==> src/dar_pkg.sv <==
// Purpose: constants for the shared register group, and the per-pin change detector
// Assumes: one 250 MHz clock, asynchronous active-low reset, pins synchronous to clk_i
// Notes: register map is word aligned, data in the low byte, upper bits read zero
// Functional notes
// - aux_control bit 7 picks baud generator rate group, zero first, one second.
// - aux_control bits 3..0 enable input pins 3..0 toward port-change interrupt.
// - input_change_status bits 7..4 flag changes seen on input pins 3..0.
// - input_change_status bits 3..0 return present levels of input pins 3..0.
// - interrupt_status bits 7..4: port change, break B, receive B, transmit B.
// - interrupt_status bits 3..0: counter ready, break A, receive A, transmit A.
// - one mask bit per status bit; one enables, zero disables that interrupt.
// - counter_preset_high holds preset bits 15..8, bit 7 is preset bit 15.
// - counter_preset_low holds preset bits 7..0, bit 7 is preset bit 7.
// - interrupt_vector stores eight vector bits, register bit n is vector bit n.
// - output_bit_set_strobe write sets latch bits written one, others unchanged.
// - output_bit_clear_strobe write clears latch bits written one, others unchanged.
// - each output pin is the inverse of its output_port_latch bit.
// - per channel, receive interrupt source is ready or full per select mode bit.
`timescale 1ns/10ps

package dar_pkg;
  // ****************************************************************
  // register map
  // ****************************************************************
  localparam int ADDR_W = 6;
  localparam logic [ADDR_W-1:0] AUX_CONTROL_ADDR = 6'h00;
  localparam logic [ADDR_W-1:0] INPUT_CHANGE_STATUS_ADDR = 6'h04;
  localparam logic [ADDR_W-1:0] INTERRUPT_STATUS_ADDR = 6'h08;
  localparam logic [ADDR_W-1:0] INTERRUPT_MASK_ADDR = 6'h0C;
  localparam logic [ADDR_W-1:0] COUNTER_PRESET_HIGH_ADDR = 6'h10;
  localparam logic [ADDR_W-1:0] COUNTER_PRESET_LOW_ADDR = 6'h14;
  localparam logic [ADDR_W-1:0] INTERRUPT_VECTOR_ADDR = 6'h18;
  localparam logic [ADDR_W-1:0] OUTPUT_BIT_SET_STROBE_ADDR = 6'h1C;
  localparam logic [ADDR_W-1:0] OUTPUT_BIT_CLEAR_STROBE_ADDR = 6'h20;
  localparam logic [ADDR_W-1:0] OUTPUT_PORT_LATCH_ADDR = 6'h24;

  // ****************************************************************
  // fields and reset values
  // ****************************************************************
  localparam int AUX_BAUD_SET_BIT = 7;
  localparam int AUX_CT_MODE_HI = 6;
  localparam int AUX_CT_MODE_LO = 4;
  localparam int AUX_DELTA_EN_HI = 3;
  localparam int IPCS_DELTA_LO = 4;
  localparam int ISR_PORT_CHANGE = 7;
  localparam int ISR_BREAK_B = 6;
  localparam int ISR_RX_B = 5;
  localparam int ISR_TX_B = 4;
  localparam int ISR_COUNTER = 3;
  localparam int ISR_BREAK_A = 2;
  localparam int ISR_RX_A = 1;
  localparam int ISR_TX_A = 0;
  localparam int CHAN_A = 0;
  localparam int CHAN_B = 1;
  localparam int NUM_PINS = 4;
  localparam logic [7:0] REG_RST = 8'h00;
  localparam logic [7:0] OUT_PINS_RST = 8'hFF;
  localparam logic [1:0] RESP_OKAY = 2'h0;
  localparam logic [1:0] RESP_SLVERR = 2'h2;
endpackage : dar_pkg

// ****************************************************************
// one input pin: remembers last level, flags a change until read
// ****************************************************************
module dar_pin_delta (
  input wire logic clk_i,
  input wire logic rst_n_i,
  input wire logic arm_i,
  input wire logic pin_i,
  input wire logic clear_i,
  output logic delta_o
);
  logic last_level;
  wire changed = arm_i && (pin_i != last_level);

  always_ff @(posedge clk_i or negedge rst_n_i) begin
    if (!rst_n_i) begin
      last_level <= 1'b0;
      delta_o <= 1'b0;
    end else begin
      last_level <= pin_i;
      // a change seen in the clearing cycle is kept
      if (changed) begin
        delta_o <= 1'b1;
      end else if (clear_i) begin
        delta_o <= 1'b0;
      end
    end
  end
endmodule : dar_pin_delta

==> src/dar_regs.sv <==
// Purpose: shared register group with AXI4-Lite slave, interrupt logic and output port latch
// Assumes: single clock, AXI4-Lite master keeps one write and one read outstanding at most
// Notes: only byte lane 0 carries register data; unmapped addresses answer SLVERR
//
// Chosen here: the register offsets and register access over AXI4-Lite.
`timescale 1ns/10ps

module dar_regs
  import dar_pkg::*;
(
  input wire logic clk_i,
  input wire logic rst_n_i,
  input wire logic [ADDR_W-1:0] s_axi_awaddr_i,
  input wire logic s_axi_awvalid_i,
  output logic s_axi_awready_o,
  input wire logic [31:0] s_axi_wdata_i,
  input wire logic [3:0] s_axi_wstrb_i,
  input wire logic s_axi_wvalid_i,
  output logic s_axi_wready_o,
  output logic [1:0] s_axi_bresp_o,
  output logic s_axi_bvalid_o,
  input wire logic s_axi_bready_i,
  input wire logic [ADDR_W-1:0] s_axi_araddr_i,
  input wire logic s_axi_arvalid_i,
  output logic s_axi_arready_o,
  output logic [31:0] s_axi_rdata_o,
  output logic [1:0] s_axi_rresp_o,
  output logic s_axi_rvalid_o,
  input wire logic s_axi_rready_i,
  input wire logic [NUM_PINS-1:0] input_pins_i,
  input wire logic chan_a_transmit_ready_i,
  input wire logic chan_b_transmit_ready_i,
  input wire logic [1:0] receiver_ready_i,
  input wire logic [1:0] receive_buffer_full_i,
  input wire logic [1:0] rx_int_select_i,
  input wire logic [1:0] break_change_i,
  input wire logic counter_ready_i,
  output logic [7:0] out_pins_o,
  output logic baud_set_o,
  output logic [2:0] ct_mode_o,
  output logic [15:0] ct_preset_o,
  output logic [7:0] interrupt_vector_o,
  output logic irq_o
);
  // ****************************************************************
  // register state
  // ****************************************************************
  logic [7:0] aux_control;
  logic [7:0] interrupt_status;
  logic [7:0] interrupt_mask;
  logic [7:0] counter_preset_high;
  logic [7:0] counter_preset_low;
  logic [7:0] interrupt_vector;
  logic [7:0] output_port_latch;
  logic [NUM_PINS-1:0] pin_delta;
  logic armed;

  // ****************************************************************
  // write channel
  // ****************************************************************
  logic aw_held;
  logic w_held;
  logic [ADDR_W-1:0] waddr;
  logic [7:0] wdata;
  logic wlane;

  wire aw_fire = s_axi_awvalid_i && s_axi_awready_o;
  wire w_fire = s_axi_wvalid_i && s_axi_wready_o;
  wire b_fire = s_axi_bvalid_o && s_axi_bready_i;
  wire wr_go = aw_held && w_held && !s_axi_bvalid_o;
  wire wr_en = wr_go && wlane;

  wire wr_aux = wr_en && (waddr == AUX_CONTROL_ADDR);
  wire wr_isr = wr_en && (waddr == INTERRUPT_STATUS_ADDR);
  wire wr_mask = wr_en && (waddr == INTERRUPT_MASK_ADDR);
  wire wr_cth = wr_en && (waddr == COUNTER_PRESET_HIGH_ADDR);
  wire wr_ctl = wr_en && (waddr == COUNTER_PRESET_LOW_ADDR);
  wire wr_vec = wr_en && (waddr == INTERRUPT_VECTOR_ADDR);
  wire wr_set = wr_en && (waddr == OUTPUT_BIT_SET_STROBE_ADDR);
  wire wr_clr = wr_en && (waddr == OUTPUT_BIT_CLEAR_STROBE_ADDR);
  wire w_mapped = (waddr == AUX_CONTROL_ADDR) || (waddr == INTERRUPT_STATUS_ADDR) ||
                  (waddr == INTERRUPT_MASK_ADDR) || (waddr == COUNTER_PRESET_HIGH_ADDR) ||
                  (waddr == COUNTER_PRESET_LOW_ADDR) || (waddr == INTERRUPT_VECTOR_ADDR) ||
                  (waddr == OUTPUT_BIT_SET_STROBE_ADDR) || (waddr == OUTPUT_BIT_CLEAR_STROBE_ADDR);

  always_ff @(posedge clk_i or negedge rst_n_i) begin
    if (!rst_n_i) begin
      aw_held <= 1'b0;
      w_held <= 1'b0;
      waddr <= '0;
      wdata <= REG_RST;
      wlane <= 1'b0;
      s_axi_awready_o <= 1'b1;
      s_axi_wready_o <= 1'b1;
      s_axi_bvalid_o <= 1'b0;
      s_axi_bresp_o <= RESP_OKAY;
    end else begin
      if (aw_fire) begin
        aw_held <= 1'b1;
        waddr <= s_axi_awaddr_i;
        s_axi_awready_o <= 1'b0;
      end
      if (w_fire) begin
        w_held <= 1'b1;
        wdata <= s_axi_wdata_i[7:0];
        wlane <= s_axi_wstrb_i[0];
        s_axi_wready_o <= 1'b0;
      end
      if (wr_go) begin
        aw_held <= 1'b0;
        w_held <= 1'b0;
        s_axi_bvalid_o <= 1'b1;
        s_axi_bresp_o <= w_mapped ? RESP_OKAY : RESP_SLVERR;
      end
      if (b_fire) begin
        s_axi_bvalid_o <= 1'b0;
        s_axi_awready_o <= 1'b1;
        s_axi_wready_o <= 1'b1;
      end
    end
  end

  // ****************************************************************
  // read channel
  // ****************************************************************
  wire ar_fire = s_axi_arvalid_i && s_axi_arready_o;
  wire r_fire = s_axi_rvalid_o && s_axi_rready_i;
  wire rd_ipcs = ar_fire && (s_axi_araddr_i == INPUT_CHANGE_STATUS_ADDR);
  wire [7:0] ipcs_view = {pin_delta, input_pins_i};
  logic [7:0] rd_byte;
  logic rd_mapped;

  always_comb begin
    rd_byte = REG_RST;
    rd_mapped = 1'b1;
    case (s_axi_araddr_i)
      AUX_CONTROL_ADDR: rd_byte = aux_control;
      INPUT_CHANGE_STATUS_ADDR: rd_byte = ipcs_view;
      INTERRUPT_STATUS_ADDR: rd_byte = interrupt_status;
      INTERRUPT_MASK_ADDR: rd_byte = interrupt_mask;
      COUNTER_PRESET_HIGH_ADDR: rd_byte = counter_preset_high;
      COUNTER_PRESET_LOW_ADDR: rd_byte = counter_preset_low;
      INTERRUPT_VECTOR_ADDR: rd_byte = interrupt_vector;
      OUTPUT_BIT_SET_STROBE_ADDR: rd_byte = REG_RST;
      OUTPUT_BIT_CLEAR_STROBE_ADDR: rd_byte = REG_RST;
      OUTPUT_PORT_LATCH_ADDR: rd_byte = output_port_latch;
      default: rd_mapped = 1'b0;
    endcase
  end

  always_ff @(posedge clk_i or negedge rst_n_i) begin
    if (!rst_n_i) begin
      s_axi_arready_o <= 1'b1;
      s_axi_rvalid_o <= 1'b0;
      s_axi_rdata_o <= '0;
      s_axi_rresp_o <= RESP_OKAY;
    end else begin
      if (ar_fire) begin
        s_axi_arready_o <= 1'b0;
        s_axi_rvalid_o <= 1'b1;
        s_axi_rdata_o <= {24'h000000, rd_byte};
        s_axi_rresp_o <= rd_mapped ? RESP_OKAY : RESP_SLVERR;
      end else if (r_fire) begin
        s_axi_rvalid_o <= 1'b0;
        s_axi_arready_o <= 1'b1;
      end
    end
  end

  // ****************************************************************
  // input pin change detection
  // ****************************************************************
  // the first edge after reset only loads the last level, so a pin
  // strapped high does not look like a change
  always_ff @(posedge clk_i or negedge rst_n_i) begin
    if (!rst_n_i) begin
      armed <= 1'b0;
    end else begin
      armed <= 1'b1;
    end
  end

  for (genvar i = 0; i < NUM_PINS; i++) begin : g_pin
    dar_pin_delta u_delta (
      .clk_i(clk_i),
      .rst_n_i(rst_n_i),
      .arm_i(armed),
      .pin_i(input_pins_i[i]),
      .clear_i(rd_ipcs),
      .delta_o(pin_delta[i])
    );
  end

  // ****************************************************************
  // interrupt status, mask and request
  // ****************************************************************
  wire [NUM_PINS-1:0] delta_en = aux_control[AUX_DELTA_EN_HI:0];
  wire rx_src_a = rx_int_select_i[CHAN_A] ? receive_buffer_full_i[CHAN_A] : receiver_ready_i[CHAN_A];
  wire rx_src_b = rx_int_select_i[CHAN_B] ? receive_buffer_full_i[CHAN_B] : receiver_ready_i[CHAN_B];
  logic [7:0] isr_src;
  always_comb begin
    isr_src = REG_RST;
    isr_src[ISR_PORT_CHANGE] = |(pin_delta & delta_en);
    isr_src[ISR_BREAK_B] = break_change_i[CHAN_B];
    isr_src[ISR_RX_B] = rx_src_b;
    isr_src[ISR_TX_B] = chan_b_transmit_ready_i;
    isr_src[ISR_COUNTER] = counter_ready_i;
    isr_src[ISR_BREAK_A] = break_change_i[CHAN_A];
    isr_src[ISR_RX_A] = rx_src_a;
    isr_src[ISR_TX_A] = chan_a_transmit_ready_i;
  end
  // sticky with write-one-to-clear; a source still high re-sets at once
  wire [7:0] isr_clear = wr_isr ? wdata : REG_RST;
  wire [7:0] next_interrupt_status = (interrupt_status & ~isr_clear) | isr_src;
  wire next_irq = |(interrupt_status & interrupt_mask);

  // ****************************************************************
  // software registers and output port latch
  // ****************************************************************
  logic [7:0] next_output_port_latch;
  always_comb begin
    next_output_port_latch = output_port_latch;
    if (wr_set) begin
      next_output_port_latch = output_port_latch | wdata;
    end else if (wr_clr) begin
      next_output_port_latch = output_port_latch & ~wdata;
    end
  end

  always_ff @(posedge clk_i or negedge rst_n_i) begin
    if (!rst_n_i) begin
      aux_control <= REG_RST;
      interrupt_status <= REG_RST;
      interrupt_mask <= REG_RST;
      counter_preset_high <= REG_RST;
      counter_preset_low <= REG_RST;
      interrupt_vector <= REG_RST;
      output_port_latch <= REG_RST;
      out_pins_o <= OUT_PINS_RST;
      irq_o <= 1'b0;
    end else begin
      if (wr_aux) aux_control <= wdata;
      if (wr_mask) interrupt_mask <= wdata;
      if (wr_cth) counter_preset_high <= wdata;
      if (wr_ctl) counter_preset_low <= wdata;
      if (wr_vec) interrupt_vector <= wdata;
      interrupt_status <= next_interrupt_status;
      output_port_latch <= next_output_port_latch;
      out_pins_o <= ~next_output_port_latch;
      irq_o <= next_irq;
    end
  end

  // direct flop outputs
  assign baud_set_o = aux_control[AUX_BAUD_SET_BIT];
  assign ct_mode_o = aux_control[AUX_CT_MODE_HI:AUX_CT_MODE_LO];
  assign ct_preset_o = {counter_preset_high, counter_preset_low};
  assign interrupt_vector_o = interrupt_vector;
endmodule : dar_regs

==> config.mk <==
export PLATFORM = sky130hd
export DESIGN_NAME = dar_regs
export DESIGN_NICKNAME = d
export VERILOG_FILES = /design/src/dar_pkg.sv /design/src/dar_regs.sv
export SDC_FILE = /design/constraint.sdc
export NUM_CORES = 1
export LEC_CHECK = 0
export CORE_ASPECT_RATIO = 0.5
export CORE_MARGIN = 2
export CORE_UTILIZATION = 62
export CTS_BUF_LIST = sky130_fd_sc_hd__clkbuf_4
export CTS_CLUSTER_SIZE = 30
export DETAILED_ROUTE_END_ITERATION = 10
export DONT_BUFFER_PORTS = 1
export PLACE_DENSITY = 0.78
export SLEW_MARGIN = 5
export SYNTH_ARGS = -nofsm -noshare
export SYNTH_HDL_FRONTEND = slang
export SYNTH_SLANG_ARGS = --single-unit
==> constraint.sdc <==
create_clock -name clk_i -period 2.3 [get_ports clk_i]
set_clock_uncertainty 0.1 [all_clocks]
set_input_delay 0.23 -clock clk_i [delete_from_list [all_inputs] [get_ports clk_i]]
set_output_delay 0.23 -clock clk_i [all_outputs]
set_load 0.1 [all_outputs]
======== Word-level counts from Yosys, hierarchy flattened ========
Index checks and enable logic that the tools add are counted.
operators by class
  equal/unequal tests ..................... 20
  reduce and logical (&&, ||, !) cells .... 44
  bitwise operators ....................... 9
  mux-type cells .......................... 28
operators with widths
  operator            number
  $pmux 8 s8          1
  $eq 6x5->1 const B  8
  $and 8x8->8         3
  $eq 6x4->1 const B  4
  $mux 8              3
  $not 8->8           3
  $mux 1              22
  $logic_and 1x1->1   21
  $reduce_bool 2->1   10
  $eq 6x6->1 const B  3
  $or 8x8->8          2
  $logic_not 6->1     2
  $reduce_or 10->1    1
  $reduce_or 8->1     1
  $logic_or 1x1->1    7
  $eq 6x3->1 const B  1
  $and 4x4->4         1
  $mux 2              2
  $ne 1x1->1          4
  $reduce_or 4->1     1
  $logic_not 1->1     1
word-level totals
  input bits .............................. 70
  logic and storage cells ................. 132
  output and inout port bits .............. 78
  register bits after elaboration ......... 108

======== Logic depth before layout (Yosys ltp) ========
  depth after elaboration ................. 9
  depth in mapped cells ................... 6
  depth with buffers taken out ............ 4

======== By module ========
From an unflattened synthesis, not the netlist that was laid out.
unflattened totals
  cells, all modules ...................... 433
  area total of the unflattened synthesis .. 5044.8 sq um
by module, submodules not included
  module         cells each  seq. area each (sq um)  area each (sq um)  times used
  dar_regs       413         2466.1                  4759.6             1
  dar_pin_delta  5           50.0                    71.3               4

======== Least setup slack after synthesis ========
No wires, ideal clock.
  path kind ............................... register to register
  from .................................... reg s_axi_bvalid_o
  to ...................................... reg counter_preset_high[0]
  setup time .............................. 0.126 ns
  setup slack ............................. -0.109 ns
  data required time ...................... 2.074 ns
  clock period less this slack ............ 2.409 ns
  arrival time ............................ 2.183 ns
  buffers on the path ..................... 1
  stages on the path, launching flop included .. 6
  cell sequence ........................... dfrtp_1 and3b_1 buf_4 nand4b_4 nor4b_4 mux2_2
between the ends
  longest elaborated chain between the ends .. 4
RTL lines
  element                 line             RTL
  start, declared         dar_regs.sv:21   output logic s_axi_bvalid_o,
  start signal, assigned  dar_regs.sv:95   s_axi_bvalid_o <= 1'b0;
  start signal, assigned  dar_regs.sv:112  s_axi_bvalid_o <= 1'b1;
  start signal, assigned  dar_regs.sv:116  s_axi_bvalid_o <= 1'b0;
  $logic_not 1->1         dar_regs.sv:70   wire wr_go = aw_held && w_held && !s_axi_bvalid_o;
  $logic_and 1x1->1       dar_regs.sv:70
  $logic_and 1x1->1       dar_regs.sv:71   wire wr_en = wr_go && wlane;
  $logic_and 1x1->1       dar_regs.sv:76   wire wr_cth = wr_en && (waddr == COUNTER_PRESET_HIGH_ADDR);
  end signal, assigned    dar_regs.sv:244  if (wr_cth) counter_preset_high <= wdata;
  end, declared           dar_regs.sv:51   logic [7:0] counter_preset_high;
No other way between the ends.
A chain may end at the register's enable or synchronous reset.

======== Worst setup path in the final report ========
  from .................................... in s_axi_araddr_i[5]
  to ...................................... reg s_axi_rresp_o[1]
between the ends
  longest elaborated chain between the ends .. 4
  elaborated cells between the ends (all ways) .. 13
  classes of those cells .................. eq/ne: 9; mux: 2; reduce/logical: 2
RTL lines
  element                              line             RTL
  start, declared                      dar_regs.sv:23   input wire logic [ADDR_W-1:0] s_axi_araddr_i,
  $eq 6x3->1 (tied with other cells)   dar_regs.sv:136  case (s_axi_araddr_i)
  $reduce_or 10->1 (no source line) *  n/a
  $mux 1 *                             dar_regs.sv:136
  $mux 2 *                             dar_regs.sv:162  s_axi_rresp_o <= rd_mapped ? RESP_OKAY : RESP_SLVERR;
  end signal, assigned                 dar_regs.sv:162
  end, declared                        dar_regs.sv:27   output logic [1:0] s_axi_rresp_o,
Every way passes the cells marked *; elsewhere a longest branch is shown, timed or not.

==> flow_summary.ini <==
[floorplanning]
chipHeight_um = 67.9
dieArea_sq_um = 8950
start_util = 0.635
fp-row-count = 23
die_x_um = 132
core-area_sq_um = 7970
ios = 148

[layout]
fillers = 535
multi_input_area_sq_um = 2120
ff_latch_area_sq_um = 2670
final_cell_mix = dfrtp_1, mux2_2, buf_4
fin_nets = 576
areaGrowthSynthToFinish_pct = 17.5
final_common_cell = dfrtp_1
drive_gt1_frac = 0.299

[synth]
synth_xor_area_frac = 0.00692
yosys.area_share.simple = 0.102
synth_top_area_frac = 0.470
synth_edf_count = 0
yosysSeqAreaShare = 0.527
yosys_warnings = 0
syn-cell-area_sq_um = 5060
ys_ff_latch = 106
ys.flop_type = dfrtp_1
yosys-top-cells-area = dfrtp_1, mux2_2, dfstp_2, buf_4, mux2i_1
post_synth.cell_area_avg_sq_um = 11.9
synth_adder_area_share = 0
yosys.area.top_type = dfrtp_1
synth-compound-area-share = 0.114
synth_mux_area_frac = 0.176
async_flop_share = 1.00
synth_top_family_by_area = multiplexers
netlist_instances = 424
yosysUniqueCellTypes = 41

[critical_path]
ff2ff_path_depth = 5
crit_path_max_fanout = 16
startpoint_type = primary input
crit_path_end_kind = register
arrival_ns = 2.51
crit_required_ns = 2.62
worstSetupPathType = primary input to register

[sta]
hold_violations = 106
tns_ns = 0
finalCritPeriodShare = 0.952
worst_pin_slew_ns = 0.645
fin_crit_ns = 2.19
rsz0062_at_grt = false
slew_headroom = 0.567
maxSlewViolCount = 0
fmax_mhz = 457
hold_ws_ns = -0.682
finalSetupViolCount = 0

[clocking]
cts_made_buffers = 9
cts_resized = 0
clock_latency_ns = 0.48
clock-sinks = 106
cts_tree = yes
clock-root-buffer = clkbuf_4
cts_max_path_buffers = 2
clkSlewWorstSetupHoldPaths_ns = 0.15
cts_htree_levels = 3

[grt]
grt-ovfl-total = 0
antenna_found_initial = 0
first_global_vias = 3721
grt_use_total = 0.291
grt_pass1_wl_um = 19400
grt_max_degree = 107

[power]
power_density_nw_per_um2 = 1160
ir_drop_mv = 0.709
p_leak_nw = 2.63

[detailed_routing]
dr.first_iter.drc_count = 300
wire_per_inst_um = 19.8
ant_nets = 0
vias_per_cell = 5.88
drc_errors = 0
drt_wl_total_um = 12300
drt_pass1_iterations = 5
vias = 3670

[place]
portBuffers = 0
place_hpwl_um = 8450
place.gp.congestion = 0.894

[run_status]
violations = hold timing
run_status = complete, but fails checks

[min_path]
hold_class = primary input to asynchronous set/reset pin

[job]
drv_cap = 0
## cell type report
| cell class | count | share of cell area |
|---|---|---|
| diodes | 1 | 0.000421 |
| clock buffers | 13 | 0.0164 |
| clock inverters | 3 | 0.00295 |
| inverters | 13 | 0.00821 |
| multi-input cells | 277 | 0.356 |
| flip-flops and latches | 106 | 0.449 |
| well taps | 112 | 0.0236 |
| repair buffers | 99 | 0.144 |
## path summary, 6_finish.rpt
path	startpoint	endpoint	slack, ns
worst max-delay path	s_axi_araddr_i[5]	s_axi_rresp_o[1]	0.11
worst min-delay path	rst_n_i	w_held	-0.68
worst max register to register	s_axi_bvalid_o	counter_preset_high[3]	0.24
worst min register to register	output_port_latch[5]	out_pins_o[5]	0.37
max in group asynchronous	rst_n_i	s_axi_arready_o	2.53
min in group clk_i	s_axi_araddr_i[3]	s_axi_rdata_o[7]	0.02
## report_power, final
part / internal (mW) / leakage [nW] / switching, mW
clock network: 0.270 / 0.0694 / 0.583
logic: 0.822 / 1.24 / 2.05
registers: 2.36 / 1.32 / 0.804
## flip-flops by register name (all words and copies together) (netlist names), 4 cells and up
| name | cells |
|---|---|
| g_pin.u_delta.delta_o | 4 |
| interrupt_vector_o | 8 |
| counter_preset_high | 8 |
| counter_preset_low | 8 |
| interrupt_mask | 8 |
| wdata | 8 |
| waddr | 6 |
| g_pin.u_delta.last_level | 4 |
| aux_control | 8 |
| s_axi_rdata_o | 8 |
| output_port_latch | 8 |
| interrupt_status | 8 |
| out_pins_o | 8 |
## logic make-up (layout without fill, tap and decap cells)
logic type / count (synthesis) / count (layout)
muxes: 81 / 81
AOI/OAI and AO/OA: 78 / 78
other: 2 / 28
DFF: 106 / 106
xor gates and xnor gates: 4 / 4
and+or+nand+nor: 87 / 87
buffers and inverters: 66 / 128
## Yosys cell counts (2+ instances only)
cell      instances
nand2_1          32
a22oi_1          14
a21o_1            6
xor2_1            4
a22o_1           12
a221o_1           2
a32oi_1          16
nor3_2            3
nor2b_1           2
o211ai_1          8
nor4_1            2
clkbuf_1         16
conb_1            2
nor2_1           14
o21ai_0          13
nor3_1           10
mux2_2           63
and3b_1           2
mux2i_1          18
buf_2             6
dfstp_2          11
dfrtp_1          95
buf_4            31
nand4_1           2
a21oi_1           5
inv_1            13
nor3b_1           8
## timing repair
item,4_1_cts,5_1_grt
setup buffers,0,0
hold endpoints to repair,152,107
hold buffers,44,1
## routing by layer
layer | global-route usage | routed length [um] | up-vias
met5 | 0 | 0 | -
met4 | 0.0870 | 212 | 0
met3 | 0.0881 | 873 | 20
met2 | 0.471 | 5710 | 173
met1 | 0.389 | 5530 | 1839
li1 | - | - | 1638
## critical path, cell delays in order
cell and delay [ns]:
dlygate4sd3_1 0.84, o21ai_0 0.16, dlygate4sd3_1 0.59, a21oi_1 0.14
dlygate4sd3_1 0.55
## through the flow
stage	setup slack, ns	cells	cell area (sq um)	util	total power, mW
after global routing	0.0313	623	5940	0.746	7.16
after CTS	0.161	622	5930	0.744	6.88
after global placement	0.352	562	5380	0.675	5.86
after detailed placement	0.269	562	5380	0.675	5.96
final	0.110	624	5950	0.746	6.89
after floorplan	0.0861	449	5160	-	5.38
No activity file was read; power rests on OpenSTA's default activity.
